--- src/verilog/lvp_pkg.sv ---
// Constants and types for the linefeed voltage and power register bank
package lvp_pkg;

  // Register addresses on the control port
  localparam logic [7:0] LVP_ADDR_ONHOOK   = 8'h48;
  localparam logic [7:0] LVP_ADDR_CMODE    = 8'h49;
  localparam logic [7:0] LVP_ADDR_HBAT     = 8'h4A;
  localparam logic [7:0] LVP_ADDR_LBAT     = 8'h4B;
  localparam logic [7:0] LVP_ADDR_PSEL     = 8'h4C;
  localparam logic [7:0] LVP_ADDR_PRESULT  = 8'h4D;

  // Field layout
  localparam int         LVP_LEVEL_W       = 6;
  localparam int         LVP_POLARITY_BIT  = 6;
  localparam int         LVP_PSEL_W        = 3;
  localparam int         LVP_POWER_W       = 8;

  // Reset values (level codes in 1.5 V steps)
  localparam logic [5:0] LVP_RST_ONHOOK    = 6'h20;
  localparam logic       LVP_RST_POLARITY  = 1'h0;
  localparam logic [5:0] LVP_RST_CMODE     = 6'h02;
  localparam logic [5:0] LVP_RST_HBAT      = 6'h32;
  localparam logic [5:0] LVP_RST_LBAT      = 6'h10;
  localparam logic [2:0] LVP_RST_PSEL      = 3'h0;
  localparam logic [7:0] LVP_RST_BYTE      = 8'h00;

  // Scales of the codes, for reference by software and bench
  localparam int         LVP_LEVEL_STEP_MV = 1500;
  localparam int         LVP_COARSE_UW     = 30400;
  localparam int         LVP_FINE_UW       = 3620;

  // Transistor codes with the fine power scale
  localparam logic [2:0] LVP_Q3            = 3'h2;
  localparam logic [2:0] LVP_Q4            = 3'h3;

  // Setpoints driven toward the analog linefeed
  typedef struct packed {
    logic       diff_manual;
    logic       diff_negative;
    logic [5:0] diff_level;
    logic       tip_cm_manual;
    logic       ring_cm_manual;
    logic [5:0] cm_level;
    logic [5:0] high_battery_level;
    logic [5:0] low_battery_level;
    logic       battery_floor_en;
    logic       power_fine_scale;
  } lvp_drive_type;

  // Complete register state of the bank
  typedef struct packed {
    logic [5:0]    onhook_voltage_level;
    logic          onhook_polarity;
    logic [5:0]    common_mode_level;
    logic [5:0]    high_battery_level;
    logic [5:0]    low_battery_level;
    logic [2:0]    power_monitor_select;
    logic [7:0]    power_monitor_result;
    logic [7:0]    rdata;
    logic          rvalid;
    lvp_drive_type drive;
  } lvp_state_type;

endpackage

--- src/verilog/lvp_regs.sv ---
// Linefeed voltage settings and transistor power monitor register bank
`timescale 1ns/1ps
`default_nettype none

// What this block does
// - Six-bit on-hook magnitude, 1.5 V steps, 48 V
// - Bit 6 picks on-hook voltage sign
// - Common mode on tip forward, ring reverse
// - Common-mode code in -1.5 V steps, -3 V
// - High battery code in 1.5 V steps, -75 V
// - Low battery code in 1.5 V steps, -24 V
// - Select codes 0..5 pick Q1..Q6 transistors
// - Result register shows selected power live
// - Q1 Q2 Q5 Q6 use coarse power scale
// - Q3 Q4 use fine power scale
// - Manual differential follows on-hook setting
// - Manual common mode drives tip or ring
// - Battery floor at low level unless tracking
module lvp_regs
  import lvp_pkg::*;
#(
  parameter int NUM_TRANSISTORS = 6
)(
  input  wire logic                   clock_in,
  input  wire logic                   rst_in,
  input  wire logic                   ce_in,
  input  wire logic [7:0]             reg_addr_in,
  input  wire logic [7:0]             reg_wdata_in,
  input  wire logic                   reg_write_in,
  input  wire logic                   reg_read_in,
  output logic      [7:0]             reg_rdata_out,
  output logic                        reg_rvalid_out,
  input  wire logic [NUM_TRANSISTORS*LVP_POWER_W-1:0] power_sample_in,
  input  wire logic                   line_reverse_in,
  input  wire logic                   line_cm_state_in,
  input  wire logic                   manual_differential_select_in,
  input  wire logic                   manual_common_mode_select_in,
  input  wire logic                   battery_tracking_in,
  output lvp_drive_type               drive_out
);

  if (NUM_TRANSISTORS < 1 || NUM_TRANSISTORS > 8)
  begin : g_bad_count
    $error("NUM_TRANSISTORS must lie between 1 and 8");
  end

  lvp_state_type state;
  lvp_state_type next_state;
  logic [7:0]    power_chain [NUM_TRANSISTORS+1];
  logic [7:0]    read_value;

  // Mux of the live power samples, one stage per transistor
  assign power_chain[0] = LVP_RST_BYTE;
  for (genvar i = 0; i < NUM_TRANSISTORS; i++)
  begin : g_power_sel
    localparam logic [2:0] CODE = 3'(i);
    assign power_chain[i+1] = power_chain[i] |
      ((state.power_monitor_select == CODE) ?
       power_sample_in[i*LVP_POWER_W +: LVP_POWER_W] : LVP_RST_BYTE);
  end

  // Read decode
  always_comb
  begin
    case (reg_addr_in)
      LVP_ADDR_ONHOOK:
        read_value = {1'h0, state.onhook_polarity,
                      state.onhook_voltage_level};
      LVP_ADDR_CMODE:
        read_value = {2'h0, state.common_mode_level};
      LVP_ADDR_HBAT:
        read_value = {2'h0, state.high_battery_level};
      LVP_ADDR_LBAT:
        read_value = {2'h0, state.low_battery_level};
      LVP_ADDR_PSEL:
        read_value = {5'h00, state.power_monitor_select};
      LVP_ADDR_PRESULT:
        read_value = state.power_monitor_result;
      default:
        read_value = LVP_RST_BYTE;
    endcase
  end

  // Next state
  always_comb
  begin
    next_state = state;
    next_state.rvalid = 1'h0;
    if (reg_read_in)
    begin
      next_state.rdata  = read_value;
      next_state.rvalid = 1'h1;
    end
    if (reg_write_in)
    begin
      case (reg_addr_in)
        LVP_ADDR_ONHOOK:
        begin
          next_state.onhook_voltage_level =
            reg_wdata_in[LVP_LEVEL_W-1:0];
          next_state.onhook_polarity =
            reg_wdata_in[LVP_POLARITY_BIT];
        end
        LVP_ADDR_CMODE:
          next_state.common_mode_level =
            reg_wdata_in[LVP_LEVEL_W-1:0];
        LVP_ADDR_HBAT:
          next_state.high_battery_level =
            reg_wdata_in[LVP_LEVEL_W-1:0];
        LVP_ADDR_LBAT:
          next_state.low_battery_level =
            reg_wdata_in[LVP_LEVEL_W-1:0];
        LVP_ADDR_PSEL:
          next_state.power_monitor_select =
            reg_wdata_in[LVP_PSEL_W-1:0];
        default:
          next_state.rvalid = next_state.rvalid;
      endcase
    end

    // Live power result, refreshed every enabled cycle
    next_state.power_monitor_result = power_chain[NUM_TRANSISTORS];

    // Setpoints toward the linefeed, from the updated registers
    next_state.drive.diff_manual   = manual_differential_select_in;
    next_state.drive.diff_level    = next_state.onhook_voltage_level;
    next_state.drive.diff_negative = next_state.onhook_polarity;
    next_state.drive.tip_cm_manual = manual_common_mode_select_in &
      line_cm_state_in & ~line_reverse_in;
    next_state.drive.ring_cm_manual = manual_common_mode_select_in &
      line_cm_state_in & line_reverse_in;
    next_state.drive.cm_level      = next_state.common_mode_level;
    next_state.drive.high_battery_level = next_state.high_battery_level;
    next_state.drive.low_battery_level  = next_state.low_battery_level;
    next_state.drive.battery_floor_en   = ~battery_tracking_in;
    next_state.drive.power_fine_scale =
      (next_state.power_monitor_select == LVP_Q3) ||
      (next_state.power_monitor_select == LVP_Q4);
  end

  // State register
  always_ff @(posedge clock_in)
  begin
    if (rst_in)
    begin
      state.onhook_voltage_level <= LVP_RST_ONHOOK;
      state.onhook_polarity      <= LVP_RST_POLARITY;
      state.common_mode_level    <= LVP_RST_CMODE;
      state.high_battery_level   <= LVP_RST_HBAT;
      state.low_battery_level    <= LVP_RST_LBAT;
      state.power_monitor_select <= LVP_RST_PSEL;
      state.power_monitor_result <= LVP_RST_BYTE;
      state.rdata                <= LVP_RST_BYTE;
      state.rvalid               <= 1'h0;
      state.drive                <= '{
        diff_manual:        1'h0,
        diff_negative:      LVP_RST_POLARITY,
        diff_level:         LVP_RST_ONHOOK,
        tip_cm_manual:      1'h0,
        ring_cm_manual:     1'h0,
        cm_level:           LVP_RST_CMODE,
        high_battery_level: LVP_RST_HBAT,
        low_battery_level:  LVP_RST_LBAT,
        battery_floor_en:   1'h1,
        power_fine_scale:   1'h0
      };
    end
    else if (ce_in)
    begin
      state <= next_state;
    end
  end

  assign reg_rdata_out  = state.rdata;
  assign reg_rvalid_out = state.rvalid;
  assign drive_out      = state.drive;

endmodule // lvp_regs

`default_nettype wire

--- config.mk ---
export PLATFORM = sky130hd
export DESIGN_NAME = lvp_regs
export DESIGN_NICKNAME = d
export VERILOG_FILES = /design/src/verilog/lvp_pkg.sv /design/src/verilog/lvp_regs.sv
export SDC_FILE = /design/constraint.sdc
export NUM_CORES = 1
export LEC_CHECK = 0
export ABC_CLOCK_PERIOD_IN_PS = 2000
export BUFFER_PORTS_ARGS = -buffer_cell sky130_fd_sc_hd__buf_2
export CELL_PAD_IN_SITES_DETAIL_PLACEMENT = 1
export CELL_PAD_IN_SITES_GLOBAL_PLACEMENT = 2
export CORE_MARGIN = 5
export CORE_UTILIZATION = 26
export CTS_BUF_LIST = sky130_fd_sc_hd__clkbuf_8
export DETAILED_ROUTE_END_ITERATION = 10
export GPL_TIMING_DRIVEN = 0
export PLACE_DENSITY_LB_ADDON = 0.1
export SYNTH_ARGS = -nofsm -noshare
export SYNTH_HDL_FRONTEND = slang
export SYNTH_SLANG_ARGS = --single-unit
--- constraint.sdc ---
create_clock -name clock_in -period 2 [get_ports clock_in]
set_input_delay 0.4 -clock clock_in [delete_from_list [all_inputs] [get_ports clock_in]]
set_output_delay 0.4 -clock clock_in [all_outputs]
set_load 0.01 [all_outputs]
Word level (Yosys, flattened, before mapping)
Index checks and enable logic that the tools add are counted.
{"block": "op_classes", "n_lt_le_gt_ge": 0, "eq_ne": 13, "n_div": 0, "n_mul": 0, "n_reduce_logical": 7, "n_shift": 0, "n_mux": 14, "n_bitwise": 10, "addsub": 0}
{"op": "$eq 8x7->1 const B", "count": 6}
{"op": "$mux 8", "count": 6}
{"op": "$pmux 8 s6", "count": 1}
{"op": "$or 8x8->8", "count": 5}
{"op": "$mux 28", "count": 1}
{"op": "$mux 6", "count": 3}
{"op": "$eq 3x2->1 const B", "count": 4}
{"op": "$reduce_and 3->1", "count": 4}
{"op": "$mux 7", "count": 1}
{"op": "$eq 3x3->1 const B", "count": 2}
{"op": "$and 1x1->1", "count": 3}
{"op": "$eq 3x1->1 const B", "count": 1}
{"op": "$logic_not 3->1", "count": 1}
{"op": "$mux 3", "count": 1}
{"op": "$not 1->1", "count": 2}
{"op": "$reduce_and 2->1", "count": 1}
{"op": "$logic_or 1x1->1", "count": 1}
{"op": "$mux 1", "count": 1}
{"block": "totals", "reg_bits": 50, "ramBits": 0, "word_cells": 58, "latchBits": 0, "inputBits": 74, "romBits": 0, "out_inout_bits": 39, "memories": 0}

Logic depth before layout (Yosys ltp)
Gate-level depths: netlist of the first run.
{"block": "depth", "ltp_word": 7, "ltp_mapped": 6}

Worst setup path before layout of the first run
Ideal clock, no wire load.
{"block": "synth_path", "kind": "input port to flip-flop", "start": "input port reg_addr_in[5]", "end": "register state, in the netlist drive_out[27]", "path_stages": 5, "t_required_ps": 1880, "slack_ps": -103, "path_buffers": 2, "t_arrival_ps": 1984, "path_cell_list": "or4b_4 -> buf_6 -> or4_4 -> buf_6 -> a211o_1"}
{"block": "synth_between", "elab_chain_cells": 2}
{"element": "start, declared", "line": "lvp_regs.sv:27", "rtl": "input wire logic [7:0] reg_addr_in,"}
{"element": "$eq 8x7->1", "line": "lvp_regs.sv:96", "rtl": "case (reg_addr_in)"}
{"element": "$reduce_and 3->1 (no source line)"}
{"element": "end signal, assigned", "line": "lvp_regs.sv:170", "rtl": "state <= next_state;"}
{"element": "end, declared", "line": "lvp_regs.sv:47", "rtl": "lvp_state_type state;"}
No other way between the ends.
A chain may end at the register's enable or synchronous reset.

Final worst setup path of the first run
Ends and elaborated chain as after synthesis.

==> metrics.cfg, run 1 <==
[timing]
tightest_slew_ps = 671
setup_ws_ps = 65.2
worst_clock_skew_ps = 4.93
hold_ws_ps = 348
final_max_slew_viol_count = 0
finalHoldViolCount = 0
fmax_mhz = 517
slew_headroom_pct = 55.2
rsz0062_at_grt = no
min_period_ps = 1930
finalCritPeriodShare_pct = 96.7
setup-violations-final = 0

[placed_design]
place_hpwl_um = 7870
post-place-cells = 581
place_congestion = 0.736
dp_slack_ps = -514
port_buffers = 109

[worst_setup_path]
worstReg2RegStart = state[48]
cp-startpoint = reg_addr_in[5]
slowest_delay_ps = 640
crit_chain = buf_2, or4b_4, buf_6, or4_4, a211o_1
start_kind = input pin
ff2ff_path_depth = 5
path_max_fanout = 8
slowest_stage = or4_4
cp-end-kind = flip-flop
critPathKind = input pin to flip-flop
crit_required_ps = 2190
cp.arrival_ps = 2130

[status]
status = complete, no violations

[yosys]
synth_xor_area_share_pct = 0
yosysWarnings = 0
synth_compound_area_share_pct = 15.0
synth_seq_cells = 50
synthAdderAreaFrac_pct = 0
yosys_most_used_dff = dfxtp_1
synth_top_family_by_area = simple AND/OR/NAND/NOR gates
synth.distinct_cells = 44
synth_mux_area_share_pct = 16.3
synth_seq_area_share_pct = 34.5
syn_nets = 406
synth_area_per_cell_um2 = 8.75
synthCells = 332
syn_area_mm2 = 0.00290
synthArstFlopShare_pct = 0
synth_edf_count = 0
yosys.area_share.simple_pct = 20.0

[routing]
drtIter0Drc = 71
drt.antenna.violating_nets = 0
drt-vias-per-instance = 4.72
routed_wl_um = 9680
drtPass1Iterations = 4
post-route-drc-count = 0
wl_per_cell_um = 16.6
num_vias = 2763

[final_layout]
antenna_cells = 0
final_layout_size_suffix_gt1_share_pct = 38.7
fill_cells = 1376
fin_cells = 585
final_cell_mix = buf_2, dfxtp_1, nor2_1, buf_4, mux2i_1
syn2layout_area_growth_pct = 27.4
layout_commonest_cell = buf_2
nNetsFinal = 519

[floorplan]
die_y_um = 116
die-area_mm2 = 0.0134
ios = 113
die_w_um = 116
coreArea_mm2 = 0.0109
rows = 38
start_util_pct = 26.7

[worst_hold_path]
hp-class = input pin to flip-flop
hold_depth = 3
hp-start = manual_differential_select_in

[grt]
grt_max_degree = 14
grt_pass1_vias = 2970
antenna_found_initial = 0
globalRoute.totalOverflow = 0
grt_pass1_wl_um = 15400
grt_use_total_pct = 14.8

[power_and_ir_drop]
vdd.ir_drop.worst_uv = 232
p_leak_uw = 0.00168
power_density_mw_per_mm2 = 492

[cts]
clock_path_buffers = 2
numCtsBuffers = 5
cts_tree = yes
cts.clk_slew.worst_paths_ps = 90
clock_latency_ps = 300
h-tree-depth = 2
cts_root_buffer = clkbuf_8
cts_sinks = 50

[run]
maxCapViolations = 0

## path summary, 6_finish.rpt
kind                                          to  slack, ps
worst max-delay path               drive_out[27]         70
worst min-delay path               drive_out[29]        350
worst max register to register         state[43]        240
worst min register to register  reg_rdata_out[6]        460
## per-layer routing
metal  track usage (%)  vias to the layer above  wire length (um)
met4              2.32                        0                64
met1              20.1                     1326              4610
met2              25.0                       61              4550
met3              2.66                        6               453
met5                 0                        -                 0
li1                  -                     1370                 -
## layout make-up
cell class	count	area, um2	area share, %
Tap cell	140	175	4.74
Multi-Input combinational cell	214	1500	40.5
Sequential cell	50	1000	27.1
Buffer	56	364	9.84
Clock buffer	5	68.8	1.86
Clock inverter	2	7.51	0.203
Inverter	8	30.0	0.812
Timing Repair Buffer	110	553	15.0
## cells by family (layout without fill, tap and decap cells)
family | after synthesis | after routing
compound gates | 62 | 62
buf+inv | 68 | 181
flops | 50 | 50
mux | 43 | 43
simple gates | 109 | 109
## synth_stat cells, drive strengths merged, types with 5 or more instances
| library cell | number | area (um2) |
|---|---|---|
| and3 | 5 | 31.3 |
| inv | 8 | 30.0 |
| clkbuf | 18 | 67.6 |
| o21ai | 12 | 60.1 |
| dfxtp | 50 | 1000 |
| a21oi | 15 | 75.1 |
| mux2 | 5 | 56.3 |
| a22o | 8 | 70.1 |
| nor2 | 42 | 158 |
| buf | 42 | 315 |
| mux2i | 35 | 350 |
| a211o | 6 | 52.6 |
| nand2 | 20 | 75.1 |
| a32oi | 5 | 43.8 |
| nand2b | 9 | 56.3 |
## power breakdown
group	internal, uW	total [uW]	switching [uW]
sequential	1010	1020	9.61
clock	232	552	320
combinational	113	246	132
total	1360	1820	462
## metrics by stage
step	power, uW	cell area [um2]	util [%]	TNS, ps
6_report	1820	3700	34.0	0
5_1_grt	1910	3700	34.0	0
4_1_cts	1850	3710	34.1	0
3_5_place_dp	1290	3620	33.3	-9900
3_3_place_gp	1290	3620	33.3	-9320
2_1_floorplan	1160	2900	-	-286
## flip-flops by register name (all words and copies together), names as in the netlist, named ones only
signal / cells
reg_rvalid_out: 1
reg_rdata_out: 8
drive_out: 30
state: 10
## timing repair
action	CTS	global route
hold buffers	0	0
endpoints found under the setup margin	15	15
gates resized for setup	2	3
hold endpoints to repair	0	0
pin swaps	1	2
buffers inserted	1	0
## worst max-delay path: cells and delay by family
family                 cells  cell delay, ps
and+or+nand+nor            2            1170
AOI/OAI and AO/OA          1             290
buffers and inverters      2             270
Note: power is estimated with default switching activity, not from simulation.
==> run 2, diff against run 1 <==
ABC_CLOCK_PERIOD_IN_PS = 1800   (was 2000)
CORE_UTILIZATION = 28   (was 26)
clock period = 1.8 ns   (was 2 ns; I/O delays follow)
==> metrics.cfg, run 2 (synthesized netlist as in run 1, its figures left out) <==
[status]
status = complete, no violations

[final_layout]
syn2layout_area_growth_pct = 29.3
fill_cells = 1240  ; -9.9%
final_cell_mix = buf_2, dfxtp_1, buf_4, nor2_1, mux2i_1
nNetsFinal = 523  ; +0.77%
final_layout_size_suffix_gt1_share_pct = 40.4  ; +1.8 points
largest_reg_flops = 30  ; unchanged
final_area_mm2 = 0.00376  ; +1.6%
layout_commonest_cell = buf_2
antenna_cells = 0  ; unchanged

[grt]
antenna_found_initial = 0  ; unchanged
globalRoute.totalOverflow = 0  ; unchanged
grt_use_total_pct = 15.5  ; +0.71 points
grt_pass1_vias = 3033  ; +2.1%
grt_max_degree = 16  ; +2
grt_pass1_wl_um = 15700  ; +1.8%

[power_and_ir_drop]
clockPowerShare_pct = 31.3  ; +1.0 points
switching_share_pct = 26.0  ; +0.61 points
switching_power_uw = 536  ; +16%
vdd.ir_drop.worst_uv = 299  ; +29%
power_density_mw_per_mm2 = 548  ; +12%
p_seq_share_pct = 55.1  ; -1.0 points
pwr-share-comb_pct = 13.6  ; about the same
p_int_uw = 1520  ; +12%
p_leak_uw = 0.00171  ; +1.8%

[cts]
cts_sinks = 50  ; unchanged
numCtsBuffers = 5  ; unchanged
cts.clk_slew.worst_paths_ps = 90  ; about the same
clock_path_buffers = 2  ; unchanged
cts_tree = yes
clock_latency_ps = 300  ; about the same
h-tree-depth = 2  ; unchanged
cts_root_buffer = clkbuf_8

[routing]
drt-vias-per-instance = 4.72  ; -0.13%
num_vias = 2764  ; +0.036%
routed_wl_um = 9670  ; -0.13%
wl_per_cell_um = 16.5  ; -0.30%
drtIter0Drc = 63  ; -11%
post-route-drc-count = 0  ; unchanged
drt.antenna.violating_nets = 0  ; unchanged
drtPass1Iterations = 4  ; unchanged

[run]
maxCapViolations = 0  ; unchanged

[placed_design]
place_congestion = 0.770  ; +4.6%
port_buffers = 109  ; unchanged
place_hpwl_um = 7680  ; -2.4%
dpl_cell_area_mm2 = 0.00362  ; -0.14%

[timing]
fmax_mhz = 558
final_max_slew_viol_count = 0  ; unchanged
rsz0062_at_grt = no
finalHoldViolCount = 0  ; unchanged
finalCritPeriodShare_pct = 99.6
setup-violations-final = 0  ; unchanged
slew_headroom_pct = 57.2  ; +2.0 points
tightest_slew_ps = 642  ; -29.9 ps
hold_ws_ps = 300  ; -48.4 ps
worst_clock_skew_ps = 11.4  ; +6.52 ps
setup_tns_ps = 0  ; unchanged
min_period_ps = 1790

[worst_hold_path]
hp-class = input pin to flip-flop

[worst_setup_path]
cp.arrival_ps = 1990  ; -140 ps
path_max_fanout = 8  ; unchanged
cp-end-kind = flip-flop
crit_required_ps = 2000  ; -190 ps
start_kind = input pin
critPathKind = input pin to flip-flop

[floorplan]
rows = 37  ; -2.6%
ios = 113  ; unchanged
coreArea_mm2 = 0.0102  ; -6.0%
start_util_pct = 28.4  ; +1.7 points
die-area_mm2 = 0.0125  ; -6.5%
die_w_um = 112  ; -3.3%
die_y_um = 112  ; -3.3%

-- run 2: layout make-up --
cell class              instances  area (um2)  area share (%)
plain buffers                  55         354            9.43
clock buffers                   5        68.8            1.83
clock inverters                 3        17.5           0.466
inverters                       8        30.0           0.799
multi-input cells             214        1510            40.1
flip-flops and latches         50        1000            26.7
well taps                     136         170            4.53
repair buffers                115         607            16.2
-- run 2: timing repair --
item	in CTS	in global routing
buffers inserted	5	1
hold buffers	0	0
gates resized for setup	4	8
pin swaps	5	3
endpoints found under the setup margin	37	21
endpoints found under the hold margin	0	0
-- run 2: routing by layer --
| metal | GRT usage [%] | wire, um | up-vias |
|---|---|---|---|
| li1 | - | - | 1382 |
| met5 | 0 | 0 | - |
| met4 | 2.84 | 63 | 0 |
| met3 | 2.77 | 395 | 4 |
| met2 | 26.9 | 4650 | 72 |
| met1 | 20.1 | 4560 | 1306 |
-- run 2: final timing paths --
check                    from               end  slack, ps  cells past startpoint
max            reg_addr_in[4]     drive_out[27]          8                      4
min reg2reg  reg_rdata_out[7]  reg_rdata_out[7]        460                      2
max reg2reg         flip-flop         state[40]        210                      5
min           reg_wdata_in[6]     drive_out[28]        300                      3
-- run 2: per-stage QoR --
step	setup WS, ps	util [%]	cells	total power [uW]
after floorplan	-249	-	332	1290
after global placement	-725	35.4	577	1430
after detailed placement	-734	35.4	577	1440
after CTS	8.19	36.4	587	2100
after global routing	3.73	36.7	586	2180
final	7.94	36.7	586	2060
-- run 2: critical path, cell delays in order --
cell and delay, ps:
buf_6 100, or4b_4 580, or4_4 670, a211o_1 290
-- run 2: power by group through the flow --
stage / clock network, uW / logic (uW) / registers, uW
2_1_floorplan: 0 / 131 / 1160
3_3_place_gp: 0 / 274 / 1160
3_5_place_dp: 0 / 277 / 1160
4_1_cts: 684 / 280 / 1140
5_1_grt: 726 / 315 / 1140
6_report: 645 / 280 / 1130
